## config.mk

```make
export PLATFORM = sky130hd
export DESIGN_NAME = rss_status_strap
export DESIGN_NICKNAME = d
export VERILOG_FILES = /design/src/rss_sync2.v /design/src/rss_status_strap.v
export VERILOG_INCLUDE_DIRS = /design/src
export SDC_FILE = /design/constraint.sdc
export NUM_CORES = 1
export LEC_CHECK = 0
export BUFFER_PORTS_ARGS = -buffer_cell sky130_fd_sc_hd__buf_2
export CORE_MARGIN = 2
export CORE_UTILIZATION = 51
export DETAILED_ROUTE_END_ITERATION = 10
export GPL_TIMING_DRIVEN = 0
export PLACE_DENSITY = 0.76
export SLEW_MARGIN = 15
export SYNTH_ARGS = -nofsm -noshare
export SYNTH_HDL_FRONTEND = slang
export SYNTH_SLANG_ARGS = --single-unit
```

## constraint.sdc

```tcl
create_clock -name core_clk -period 4.1 [get_ports core_clk]
set_clock_uncertainty 0.15 [all_clocks]
set_input_delay 0 -clock core_clk [delete_from_list [all_inputs] [get_ports core_clk]]
set_output_delay 0 -clock core_clk [all_outputs]
set_load 0.05 [all_outputs]
```

## src/rss_strap_map.vh

```
// constants for the repeater status, strap and mode pin block
`ifndef RSS_STRAP_MAP_VH
`define RSS_STRAP_MAP_VH

// ----------------------------------------------------------------
// register offsets
// ----------------------------------------------------------------
`define RSS_OFF_CTRL 4'h0
`define RSS_OFF_STATUS 4'h1
`define RSS_OFF_IRQ_STAT 4'h2
`define RSS_OFF_IRQ_EN 4'h3
`define RSS_OFF_IRQ_CLR 4'h4
`define RSS_OFF_ID 4'h5

// ----------------------------------------------------------------
// field positions and reset values
// ----------------------------------------------------------------
`define RSS_CTRL_ID_FAULT_BIT 0
`define RSS_IRQ_W 3
`define RSS_IRQ_IDF_BIT 0
`define RSS_IRQ_MODE_BIT 1
`define RSS_IRQ_WRAP_BIT 2
`define RSS_IRQ_EN_RST 3'h0
`define RSS_ID_VALUE 16'h0A5C

// ----------------------------------------------------------------
// state indicator codes
// ----------------------------------------------------------------
`define RSS_ST_IDLE 4'h0
`define RSS_ST_COLL 4'h1
`define RSS_ST_ONE_LEFT 4'h2
`define RSS_ST_REPEAT 4'h3
`define RSS_ST_NOISE 4'h4

// ----------------------------------------------------------------
// mode pin codes and scan timing
// ----------------------------------------------------------------
`define RSS_MODE_NORMAL 2'b00
`define RSS_MODE_TEST_A 2'b10
`define RSS_MODE_TEST_B 2'b01
`define RSS_MODE_PREAMBLE 2'b11
`define RSS_PORTS 12
`define RSS_LAST_PORT 4'hB
`define RSS_SCAN_STEP_NS 1000
`define RSS_CLK_NS 10
`define RSS_SCAN_STEP_CYC (`RSS_SCAN_STEP_NS / `RSS_CLK_NS)
`define RSS_PRE_NIBBLES 15
`define RSS_NIB_PRE 4'h5
`define RSS_NIB_SFD 4'hD

`endif

```

## src/rss_sync2.v

```verilog
// two flip-flop synchroniser for a bundle of pin levels
`timescale 1ns/1ns
module rss_sync2 #(
   parameter W = 1
) (
   input wire core_clk,
   input wire resetn,
   input wire clkEn,
   input wire [W-1:0] asyncIn,
   output reg [W-1:0] syncOut
);
   reg [W-1:0] stage1_reg;

   // first stage feeds only the second stage
   always @(posedge core_clk or negedge resetn) begin
      if (!resetn) begin
         stage1_reg <= {W{1'b0}};
         syncOut <= {W{1'b0}};
      end else if (clkEn) begin
         stage1_reg <= asyncIn;
         syncOut <= stage1_reg;
      end
   end
endmodule // rss_sync2

```

## src/rss_status_strap.v

```verilog
// status scan, identity fault, strap capture and mode decode
//
// Decided for this implementation: the register addresses and strobed register access.
`timescale 1ns/1ns
`include "rss_strap_map.vh"

// Behaviour
// RQ1 - scan port number 0 to 11 repeatedly
// RQ2 - scan bit four shows partition
// RQ3 - scan bit five shows jabber
// RQ4 - fault pin follows identity fault flag
// RQ5 - strap pin is input, sampled in reset; code samples it just after release while the driver is still off
// RQ6 - strap high active high, low active low
// RQ7 - after reset pin drives indicator bit three
// RQ8 - indicator codes idle 0 coll 1 ...
// RQ9 - mode 00 normal, 10/01 test
// RQ10 - mode 11 selects preamble regeneration
// RQ11 - receive enable only for single active port; until strap latch all are held low, so all asserted for a low strap
// RQ12 - full preamble 15x5 then D, despite collision
// RQ13 - scan flags change with port number
// RQ14 - strap driver off in reset, latched after
module rss_status_strap #(
   parameter PORTS = `RSS_PORTS,
   parameter SCAN_STEP = `RSS_SCAN_STEP_CYC
) (
   input wire core_clk,
   input wire resetn,
   input wire clkEn,
   input wire [3:0] regAddr,
   input wire [15:0] regWdata,
   input wire regWr,
   input wire regRd,
   output reg [15:0] regRdata,
   input wire [PORTS-1:0] partitionIn,
   input wire [PORTS-1:0] jabberIn,
   input wire [PORTS-1:0] rxActive,
   input wire idFaultFlag,
   input wire [2:0] rsmState,
   input wire preambleStart,
   input wire [1:0] modePins,
   input wire strapPinIn,
   output reg strapPinOut,
   output reg strapPinOe,
   output reg [2:0] stateIndicatorLow,
   output reg [5:0] portStatusScan,
   output reg idFaultOut,
   output reg [PORTS-1:0] portReceiveEnable,
   output reg preambleActive,
   output reg [3:0] preambleNibble,
   output reg modePreamble,
   output reg modeTest,
   output reg irq
);
   // ----------------------------------------------------------------
   // state declarations
   // ----------------------------------------------------------------
   localparam PS_IDLE = 2'd0;
   localparam PS_PRE = 2'd1;
   localparam PS_SFD = 2'd2;

   wire [PORTS-1:0] partSync;
   wire [PORTS-1:0] jabSync;
   wire [PORTS-1:0] rxSync;
   wire [1:0] modeSync;
   wire strapSync;
   reg strapSeen_reg;
   reg rxPolHigh_reg;
   reg [1:0] rstRelease_reg;
   reg [15:0] scanDiv_reg;
   reg [3:0] scanPort_reg;
   reg [3:0] scanPortNext;
   reg [2:0] irqStat_reg;
   reg [2:0] irqEn_reg;
   reg [1:0] modeLast_reg;
   reg [1:0] preState_reg;
   reg [3:0] preCount_reg;
   reg [PORTS-1:0] rxEnNext;
   reg [3:0] activeCount;
   reg [3:0] indicatorNext;
   reg [2:0] irqEvent;
   integer i;

   // ----------------------------------------------------------------
   // pin synchronisers
   // ----------------------------------------------------------------
   rss_sync2 #(.W(3 * PORTS + 3)) uSync (
      .core_clk(core_clk),
      .resetn(resetn),
      .clkEn(clkEn),
      .asyncIn({partitionIn, jabberIn, rxActive, modePins, strapPinIn}),
      .syncOut({partSync, jabSync, rxSync, modeSync, strapSync})
   );

   // ----------------------------------------------------------------
   // strap capture and state indicator
   // ----------------------------------------------------------------
   // the reset flops take constants only, so the strap is caught by the
   // first clocked samples after release while the driver is still off
   always @(posedge core_clk or negedge resetn) begin
      if (!resetn) begin
         rstRelease_reg <= 2'b00;
         strapSeen_reg <= 1'b0;
         rxPolHigh_reg <= 1'b1;
         strapPinOe <= 1'b0; // RQ14
      end else if (clkEn) begin
         rstRelease_reg <= {rstRelease_reg[0], 1'b1};
         // wait for the synchroniser to carry the reset-time pin level
         if (rstRelease_reg == 2'b11 && !strapSeen_reg) begin
            strapSeen_reg <= 1'b1;
            rxPolHigh_reg <= strapSync; // RQ5 RQ6 RQ14
            strapPinOe <= 1'b1; // RQ7
         end
      end
   end

   // map state machine encoding onto indicator codes
   always @* begin
      case (rsmState)
         3'd0: indicatorNext = `RSS_ST_IDLE; // RQ8
         3'd1: indicatorNext = `RSS_ST_COLL;
         3'd2: indicatorNext = `RSS_ST_ONE_LEFT;
         3'd3: indicatorNext = `RSS_ST_REPEAT;
         3'd4: indicatorNext = `RSS_ST_NOISE;
         default: indicatorNext = `RSS_ST_IDLE;
      endcase
   end

   always @(posedge core_clk or negedge resetn) begin
      if (!resetn) begin
         stateIndicatorLow <= 3'b000;
         strapPinOut <= 1'b0;
      end else if (clkEn) begin
         stateIndicatorLow <= indicatorNext[2:0];
         strapPinOut <= indicatorNext[3]; // RQ7
      end
   end

   // ----------------------------------------------------------------
   // port status scan
   // ----------------------------------------------------------------
   // next port in the scan, wrapping after the last port
   always @* begin
      if (scanPort_reg == `RSS_LAST_PORT) begin
         scanPortNext = 4'h0; // RQ1
      end else begin
         scanPortNext = scanPort_reg + 4'h1; // RQ1
      end
   end

   // slow step so an external decoder can follow; flags load only with the
   // port number, so a flag edge mid-step cannot show up beside a stale port
   always @(posedge core_clk or negedge resetn) begin
      if (!resetn) begin
         scanDiv_reg <= 16'h0000;
         scanPort_reg <= 4'h0;
         portStatusScan <= 6'h00;
      end else if (clkEn) begin
         if (scanDiv_reg >= SCAN_STEP[15:0] - 16'h0001) begin
            scanDiv_reg <= 16'h0000;
            scanPort_reg <= scanPortNext; // RQ1
            // all six bits from the same port index in one flop load
            portStatusScan <= {jabSync[scanPortNext], partSync[scanPortNext],
                               scanPortNext}; // RQ2 RQ3 RQ13
         end else begin
            scanDiv_reg <= scanDiv_reg + 16'h0001;
         end
      end
   end

   // ----------------------------------------------------------------
   // receive enable, identity fault, mode decode
   // ----------------------------------------------------------------
   always @* begin
      activeCount = 4'h0;
      for (i = 0; i < PORTS; i = i + 1) begin
         activeCount = activeCount + {3'b000, rxSync[i]};
      end
      // a collision enables no port at all
      if (activeCount == 4'h1) begin
         rxEnNext = rxSync; // RQ11
      end else begin
         rxEnNext = {PORTS{1'b0}}; // RQ11
      end
   end

   always @(posedge core_clk or negedge resetn) begin
      if (!resetn) begin
         portReceiveEnable <= {PORTS{1'b0}};
         idFaultOut <= 1'b0;
         modePreamble <= 1'b0;
         modeTest <= 1'b0;
         modeLast_reg <= `RSS_MODE_NORMAL;
      end else if (clkEn) begin
         // until the strap is latched hold all receive enables low, whichever polarity follows
         if (!strapSeen_reg) begin
            portReceiveEnable <= {PORTS{1'b0}};
         end else if (rxPolHigh_reg) begin
            portReceiveEnable <= rxEnNext; // RQ6
         end else begin
            portReceiveEnable <= ~rxEnNext; // RQ6
         end
         idFaultOut <= idFaultFlag; // RQ4
         modeLast_reg <= modeSync;
         modePreamble <= (modeSync == `RSS_MODE_PREAMBLE); // RQ10
         modeTest <= (modeSync == `RSS_MODE_TEST_A) ||
                     (modeSync == `RSS_MODE_TEST_B); // RQ9
      end
   end

   // ----------------------------------------------------------------
   // preamble regeneration sequencer
   // ----------------------------------------------------------------
   // no collision input on purpose: once begun the preamble always completes
   always @(posedge core_clk or negedge resetn) begin
      if (!resetn) begin
         preState_reg <= PS_IDLE;
         preCount_reg <= 4'h0;
         preambleActive <= 1'b0;
         preambleNibble <= 4'h0;
      end else if (clkEn) begin
         case (preState_reg)
            PS_IDLE: begin
               preambleActive <= 1'b0;
               preambleNibble <= 4'h0;
               if (preambleStart && modePreamble) begin // RQ10
                  preState_reg <= PS_PRE;
                  preCount_reg <= 4'h1;
                  preambleActive <= 1'b1;
                  preambleNibble <= `RSS_NIB_PRE; // RQ12
               end
            end
            PS_PRE: begin
               if (preCount_reg == `RSS_PRE_NIBBLES) begin
                  preState_reg <= PS_SFD;
                  preambleNibble <= `RSS_NIB_SFD; // RQ12
               end else begin
                  preCount_reg <= preCount_reg + 4'h1;
                  preambleNibble <= `RSS_NIB_PRE; // RQ12
               end
            end
            PS_SFD: begin
               preState_reg <= PS_IDLE;
               preambleActive <= 1'b0;
               preambleNibble <= 4'h0;
            end
            default: begin
               preState_reg <= PS_IDLE;
            end
         endcase
      end
   end

   // ----------------------------------------------------------------
   // interrupts and register port
   // ----------------------------------------------------------------
   always @* begin
      irqEvent = 3'b000;
      irqEvent[`RSS_IRQ_IDF_BIT] = idFaultFlag && !idFaultOut;
      irqEvent[`RSS_IRQ_MODE_BIT] = strapSeen_reg && (modeSync != modeLast_reg);
      irqEvent[`RSS_IRQ_WRAP_BIT] = (preState_reg == PS_SFD);
   end

   // set wins over a clear in the same cycle
   always @(posedge core_clk or negedge resetn) begin
      if (!resetn) begin
         irqStat_reg <= 3'b000;
         irqEn_reg <= `RSS_IRQ_EN_RST;
         irq <= 1'b0;
         regRdata <= 16'h0000;
      end else if (clkEn) begin
         if (regWr && regAddr == `RSS_OFF_IRQ_CLR) begin
            irqStat_reg <= (irqStat_reg & ~regWdata[2:0]) | irqEvent;
         end else begin
            irqStat_reg <= irqStat_reg | irqEvent;
         end
         if (regWr && regAddr == `RSS_OFF_IRQ_EN) begin
            irqEn_reg <= regWdata[2:0];
         end
         irq <= |(irqStat_reg & irqEn_reg);
         regRdata <= 16'h0000;
         if (regRd) begin
            case (regAddr)
               `RSS_OFF_STATUS: regRdata <= {5'h00, rxPolHigh_reg, modeSync,
                                             scanPort_reg, strapPinOut,
                                             stateIndicatorLow};
               `RSS_OFF_IRQ_STAT: regRdata <= {13'h0000, irqStat_reg};
               `RSS_OFF_IRQ_EN: regRdata <= {13'h0000, irqEn_reg};
               `RSS_OFF_ID: regRdata <= `RSS_ID_VALUE;
               `RSS_OFF_CTRL: regRdata <= {15'h0000, idFaultOut};
               default: regRdata <= 16'h0000;
            endcase
         end
      end
   end
endmodule // rss_status_strap

```

======== Yosys cells after proc, flatten, opt, wreduce, memory -nomap -nowiden ========
Index checks and enable logic that the tools add are counted.
word-level totals
  register bits ........................... 163
  input port bits ......................... 69
  output and inout bits ................... 48
  word-level logic and storage cells ...... 113
cells by class
  $add $sub $neg .......................... 14
  magnitude comparators ................... 2
  eq/ne operators ......................... 22
  muxes and demuxes ....................... 24
  bitwise gates (word level) .............. 6
  reductions and logical operators ........ 22
operators by type and width
  operator                                                            count
  one-hot mux 12 bit (5 select lines)                                 1
  two-way mux 12 bit                                                  4
  adder 4 x 1 -> 4 bit                                                8
  adder 16 x 1 -> 16 bit, second input constant                       1
  greater-or-equal comparator 16 x 7 -> 1 bit, second input constant  1
  two-way mux 16 bit                                                  1
  two-way mux 4 bit                                                   4
  inverter 12 bit                                                     1
  one-hot mux 3 bit (4 select lines)                                  1
  one-hot mux 4 bit (3 select lines)                                  1
  AND reduction 2 bit                                                 5
  adder 4 x 1 -> 4 bit, second input constant                         2
  binary-select mux 1 bit (select 4 bit)                              2
  equality test 2 bit, second input constant                          4
  equality test 4 x 1 -> 1 bit, second input constant                 2
  equality test 4 x 2 -> 1 bit, second input constant                 2
  equality test 4 x 3 -> 1 bit, second input constant                 2
  equality test 4 bit, second input constant                          2
  one-hot mux 4 bit (2 select lines)                                  1
  bitwise AND 3 bit                                                   2
  equality test 3 x 2 -> 1 bit, second input constant                 2
  logical AND 1 bit                                                   6
  two-way mux 3 bit                                                   2
  inequality test 2 bit, second input constant                        3
  23 further kinds                                                    30

======== Logic depth before layout (Yosys ltp) ========
  word-level depth ........................ 16
  mapped depth ............................ 15
  gate-level depth less buffers ........... 14

======== Hierarchy ========
From an unflattened synthesis, not the netlist that was laid out.
unflattened totals
  cell total of the unflattened synthesis .. 557
  area total of the unflattened synthesis .. 6998.0 um^2
by module, submodules not included
  module            instances  cells an instance  area an instance (um^2)  sequential area each (um^2)
  rss_status_strap  1          392                4022.6                   1828.0
  rss_sync2         1          165                2975.4                   1951.9

======== Worst setup path before layout ========
No wires, ideal clock.
  kind .................................... register to register
  start ................................... register uSync.syncOut[3]
  end ..................................... register portReceiveEnable[10]
  setup time .............................. 0.132 ns
  arrival ................................. 3.823 ns
  data required time ...................... 3.818 ns
  slack ................................... -0.004 ns
  cell stages (with the launch flop) ...... 16
  path buffers ............................ 1
  clock period less this slack ............ 4.104 ns
  cells stage by stage .................... dfrtp_1 > fa_1 > fa_1 > inv_1 > fa_1 > fa_1 > inv_1 > ha_1 > inv_1 > fa_1 > nand2_1 > nor2_1 > clkbuf_1 > nand3_1 > xnor2_1 > o2bb2ai_1
on the way
  word-level cells in the longest chain between the ends .. 16
RTL lines
  item                                    RTL line                text
  start: declaration                      rss_sync2.v:10          output reg [W-1:0] syncOut
  start signal: assignment                rss_sync2.v:18          syncOut <= {W{1'b0}};
  start signal: assignment                rss_sync2.v:21          syncOut <= stage1_reg;
  adder 1 x 1 -> 2 bit (*)                rss_status_strap.v:176  activeCount = activeCount + {3'b000, rxSync[i]};
  adder 2 x 1 -> 3 bit (*)                rss_status_strap.v:176
  adder 3 x 1 -> 4 bit (*)                rss_status_strap.v:176
  adder 4 x 1 -> 4 bit (*) (8 in series)  rss_status_strap.v:176
  equality test 4 x 1 -> 1 bit (*)        rss_status_strap.v:179  if (activeCount == 4'h1) begin
  two-way mux 12 bit (*)                  rss_status_strap.v:179
  inverter 12 bit                         rss_status_strap.v:200  portReceiveEnable <= ~rxEnNext;
  two-way mux 12 bit (*)                  rss_status_strap.v:197  end else if (rxPolHigh_reg) begin
  two-way mux 12 bit (*)                  rss_status_strap.v:195  if (!strapSeen_reg) begin
  end signal: assignment                  rss_status_strap.v:196  portReceiveEnable <= {PORTS{1'b0}};
  end signal: assignment                  rss_status_strap.v:198  portReceiveEnable <= rxEnNext;
  end signal: assignment                  rss_status_strap.v:200
  end: declaration                        rss_status_strap.v:47   output reg [PORTS-1:0] portReceiveEnable,
Mark *: on every way between the ends. The rest lies on a longest branch, timed or not.
A chain may end at the register's enable or synchronous reset.

======== Final worst setup path ========
  start ................................... register uSync.syncOut[3]
  end ..................................... register portReceiveEnable[9]
The elaborated chain is that of the path after synthesis.

==> impl_metrics.env <==
export IMPL_grt_pass1_wl_um=26920
export IMPL_drt_vias_per_instance=5.544
export IMPL_antenna_found_initial=0
export IMPL_io_buffers=94
export IMPL_cts_inserted_buffers=17
export IMPL_reg2reg_to="portReceiveEnable[9]"
export IMPL_p_leak_uw=0.004148
export IMPL_design_area_um2=9097
export IMPL_worst_pin_slew_ns=0.7417
export IMPL_fp_dieH_um=120.6
export IMPL_multiInputGateArea_um2=2979
export IMPL_ir_worst_vdd_mv=0.3472
export IMPL_crit_type="flip-flop to flip-flop"
export IMPL_synth_edf_count=0
export IMPL_cts_root_buffer="clkbuf_16"
export IMPL_dieArea_um2=14530
export IMPL_drc=0
export IMPL_area_growth_pct=31.32
export IMPL_slew_headroom_pct=50.55
export IMPL_drive_gt1_share_pct=33.42
export IMPL_dr_first_iter_drc_count=477
export IMPL_cp_data_arrival_time_ns=4.45
export IMPL_wl_per_cell_um=17.67
export IMPL_grt_max_degree=113
export IMPL_synth_avg_cell_area_um2=12.09
export IMPL_rsz0062_at_grt="yes"
export IMPL_dp_cells=849
export IMPL_h_tree_depth=4
export IMPL_async_flop_share_pct=100.0
export IMPL_crit_start="uSync.syncOut[3]"
export IMPL_die_w_um=120.6
export IMPL_grt_pass1_vias=5502
export IMPL_dpl_cell_area_um2=7676
export IMPL_layout_min_cycle_time_ns=4.305
export IMPL_fin_setup_tns_ns=-2.044
export IMPL_seq_area_um2=3781
export IMPL_rr_worst_depth=15
export IMPL_diodes=0
export IMPL_hold_path_class="input port to flip-flop"
export IMPL_dr_total_vias=5272
export IMPL_pin_count=117
export IMPL_num_rows=42
export IMPL_yosysTopAreaCell="dfrtp_1"
export IMPL_finalCritPeriodShare_pct=105.0
export IMPL_status="complete, but fails checks"
export IMPL_synthCells=573
export IMPL_ys_seq_area_share_pct=54.56
export IMPL_cts_tree="yes"
export IMPL_ys_top_cells_by_area="dfrtp_1, mux2_2, ha_1, fa_1, o2bb2ai_1"
export IMPL_setup_viol=12
export IMPL_maxSlewViolCount=0
export IMPL_clockBufferDepth=2
export IMPL_synth_top_area_share_pct=54.18
export IMPL_cp_end_kind="flip-flop"
export IMPL_clock_latency_ns=0.43
export IMPL_clock_sinks=151
export IMPL_cap_viol_max_count=0
export IMPL_fmax_mhz=232.3
export IMPL_timing_hold_violations_final=0
export IMPL_finalNonFillerCells=951
export IMPL_wirelength_um=16800
export IMPL_start_util_pct=52.31
export IMPL_layout_nets=850
export IMPL_yosysWarnings=0
export IMPL_dpl_hpwl_um=10550
export IMPL_syn_area_um2=6928
export IMPL_worstPathMaxFanout=5
export IMPL_cp_endpoint="portReceiveEnable[9]"
export IMPL_violations="setup timing"
export IMPL_fill_cells=950
export IMPL_critical_path_startpoint_type="flip-flop"
export IMPL_grt_overflow=0
export IMPL_powerDensity_nw_per_um2=688.6
export IMPL_place_congestion=0.8512
export IMPL_reg2reg_slack_ns=-0.20
export IMPL_synth_distinct_cells=54
export IMPL_firstDrtPassIters=8
export IMPL_required_ns=4.25
export IMPL_clk_pin_slew_ns=0.06
export IMPL_fin_util_pct=68.70
export IMPL_ys_ff_latch=151
export IMPL_detail_route_antenna_nets=0
export IMPL_fin_ws_ns=-0.2045
export IMPL_grt_use_total_pct=23.77
export IMPL_core_area_um2=13240
export IMPL_ys_flop_type="dfrtp_1"
export IMPL_r2r_start="uSync.syncOut[3]"
## per-layer routing
metal / vias to the layer above / wire (µm) / global-route usage (%) / share of wire, %
li1: 2390 / - / - / -
met1: 2631 / 6893 / 29.91 / 41
met2: 207 / 8732 / 39.27 / 52
met3: 44 / 797 / 5.660 / 4.7
met4: 0 / 378 / 10.47 / 2.2
met5: - / 0 / 0 / 0
## cell usage after synthesis, drive strengths merged, types with 2 or more instances
library cell / number
dfrtp: 150
mux2: 89
nand2: 37
nor2: 31
inv: 27
clkbuf: 24
nand3: 23
o21ai: 18
o2bb2ai: 16
xnor2: 16
a21oi: 15
buf: 12
ha: 12
nor2b: 9
a22o: 7
fa: 7
nand2b: 7
nor3: 7
and3: 6
xor2: 6
a221o: 5
a21o: 4
mux2i: 4
a2111oi: 3
a31oi: 3
mux4: 3
nand4: 3
nor4: 3
and2: 2
nand3b: 2
nand4b: 2
o211ai: 2
o31ai: 2
or2: 2
## where the power goes
part           internal [µW]  total (µW)  switching (µW)
clock network           1010        1630             619
logic                   1080        2640            1560
registers               1770        2000             236
## area by class of cell
type / count / share of cell area [%]
multi-input combinational: 364 / 32.75
timing repair buffer: 165 / 13.30
buffer: 36 / 2.077
inverter: 27 / 1.114
clock inverter: 11 / 1.609
sequential: 151 / 41.56
tap: 176 / 2.421
clock buffer: 21 / 5.171
## metrics by stage
stage	total power (µW)	setup WS, ns	hold slack (ns)
2_1_floorplan	3530	0.03779	-0.4456
3_3_place_gp	3938	-0.2012	0.05877
3_5_place_dp	4039	-0.2820	-0.2425
4_1_cts	5892	-0.1093	0.04884
5_1_grt	6572	-0.3373	0.1133
6_report	6264	-0.2045	0.08373
## critical path, stage by stage (launching register included)
cell and delay, ns:
dfrtp_1 0.41, fa_1 0.51, fa_1 0.52, inv_1 0.05
fa_1 0.50, fa_1 0.43, inv_2 0.09, ha_4 0.15
inv_2 0.04, fa_1 0.50, nand2_2 0.08, nor2_4 0.19
clkbuf_8 0.18, nand3_1 0.09, xnor2_1 0.18, o2bb2ai_1 0.08
## cell families (layout without fill, tap and decap cells)
| group | Yosys count | in the layout | synth area share, % |
|---|---|---|---|
| DFF | 151 | 151 | 54.56 |
| and+or+nand+nor | 136 | 136 | 9.554 |
| muxes | 96 | 96 | 16.02 |
| AOI/OAI and AO/OA | 85 | 85 | 8.976 |
| buffers and inverters | 63 | 260 | 3.865 |
| xor gates and xnor gates | 22 | 22 | 2.781 |
| adders and majority gates | 19 | 19 | 4.190 |
| other | 1 | 6 | 0.05413 |
## worst min-delay path by stage
stage	cells after the start	to	start
after floorplan	0	idFaultOut	resetn
after global placement	2	stateIndicatorLow[2]	rsmState[0]
after detailed placement	1	preCount_reg[3]	resetn
after CTS	5	irqStat_reg[0]	regAddr[0]
after global routing	5	irqStat_reg[0]	regAddr[1]
final	5	irqStat_reg[0]	regAddr[1]
## repair_timing
item | 4_1_cts | 5_1_grt
setup buffers | 2 | 3
gates resized for setup | 8 | 17
cloned | 1 | 0
pin swaps | 2 | 4
hold buffers | 64 | 0
endpoints found under the setup margin | 10 | 12
endpoints found under the hold margin | 210 | 0
## cells in the final DEF, fill, tap and decap left out, types with 4 or more instances in the layout
master and n:
clkbuf_8 4, clkbuf_1 23, buf_2 94, buf_4 13
mux2_2 89, nor3_1 7, nand3_1 20, nor2_1 30
nor2b_1 8, xnor2_1 13, clkbuf_16 17, a21o_1 4
dlygate4sd3_1 63, fa_1 7, mux2i_1 4, dfrtp_1 149
o21ai_0 18, inv_1 24, ha_1 11, nand2b_1 7
xor2_1 6, a22o_1 7, a21oi_1 13, o2bb2ai_1 14
conb_1 6, and3_1 6, a221o_1 5, nand2_1 36
Note: power is estimated with default switching activity, not from simulation.
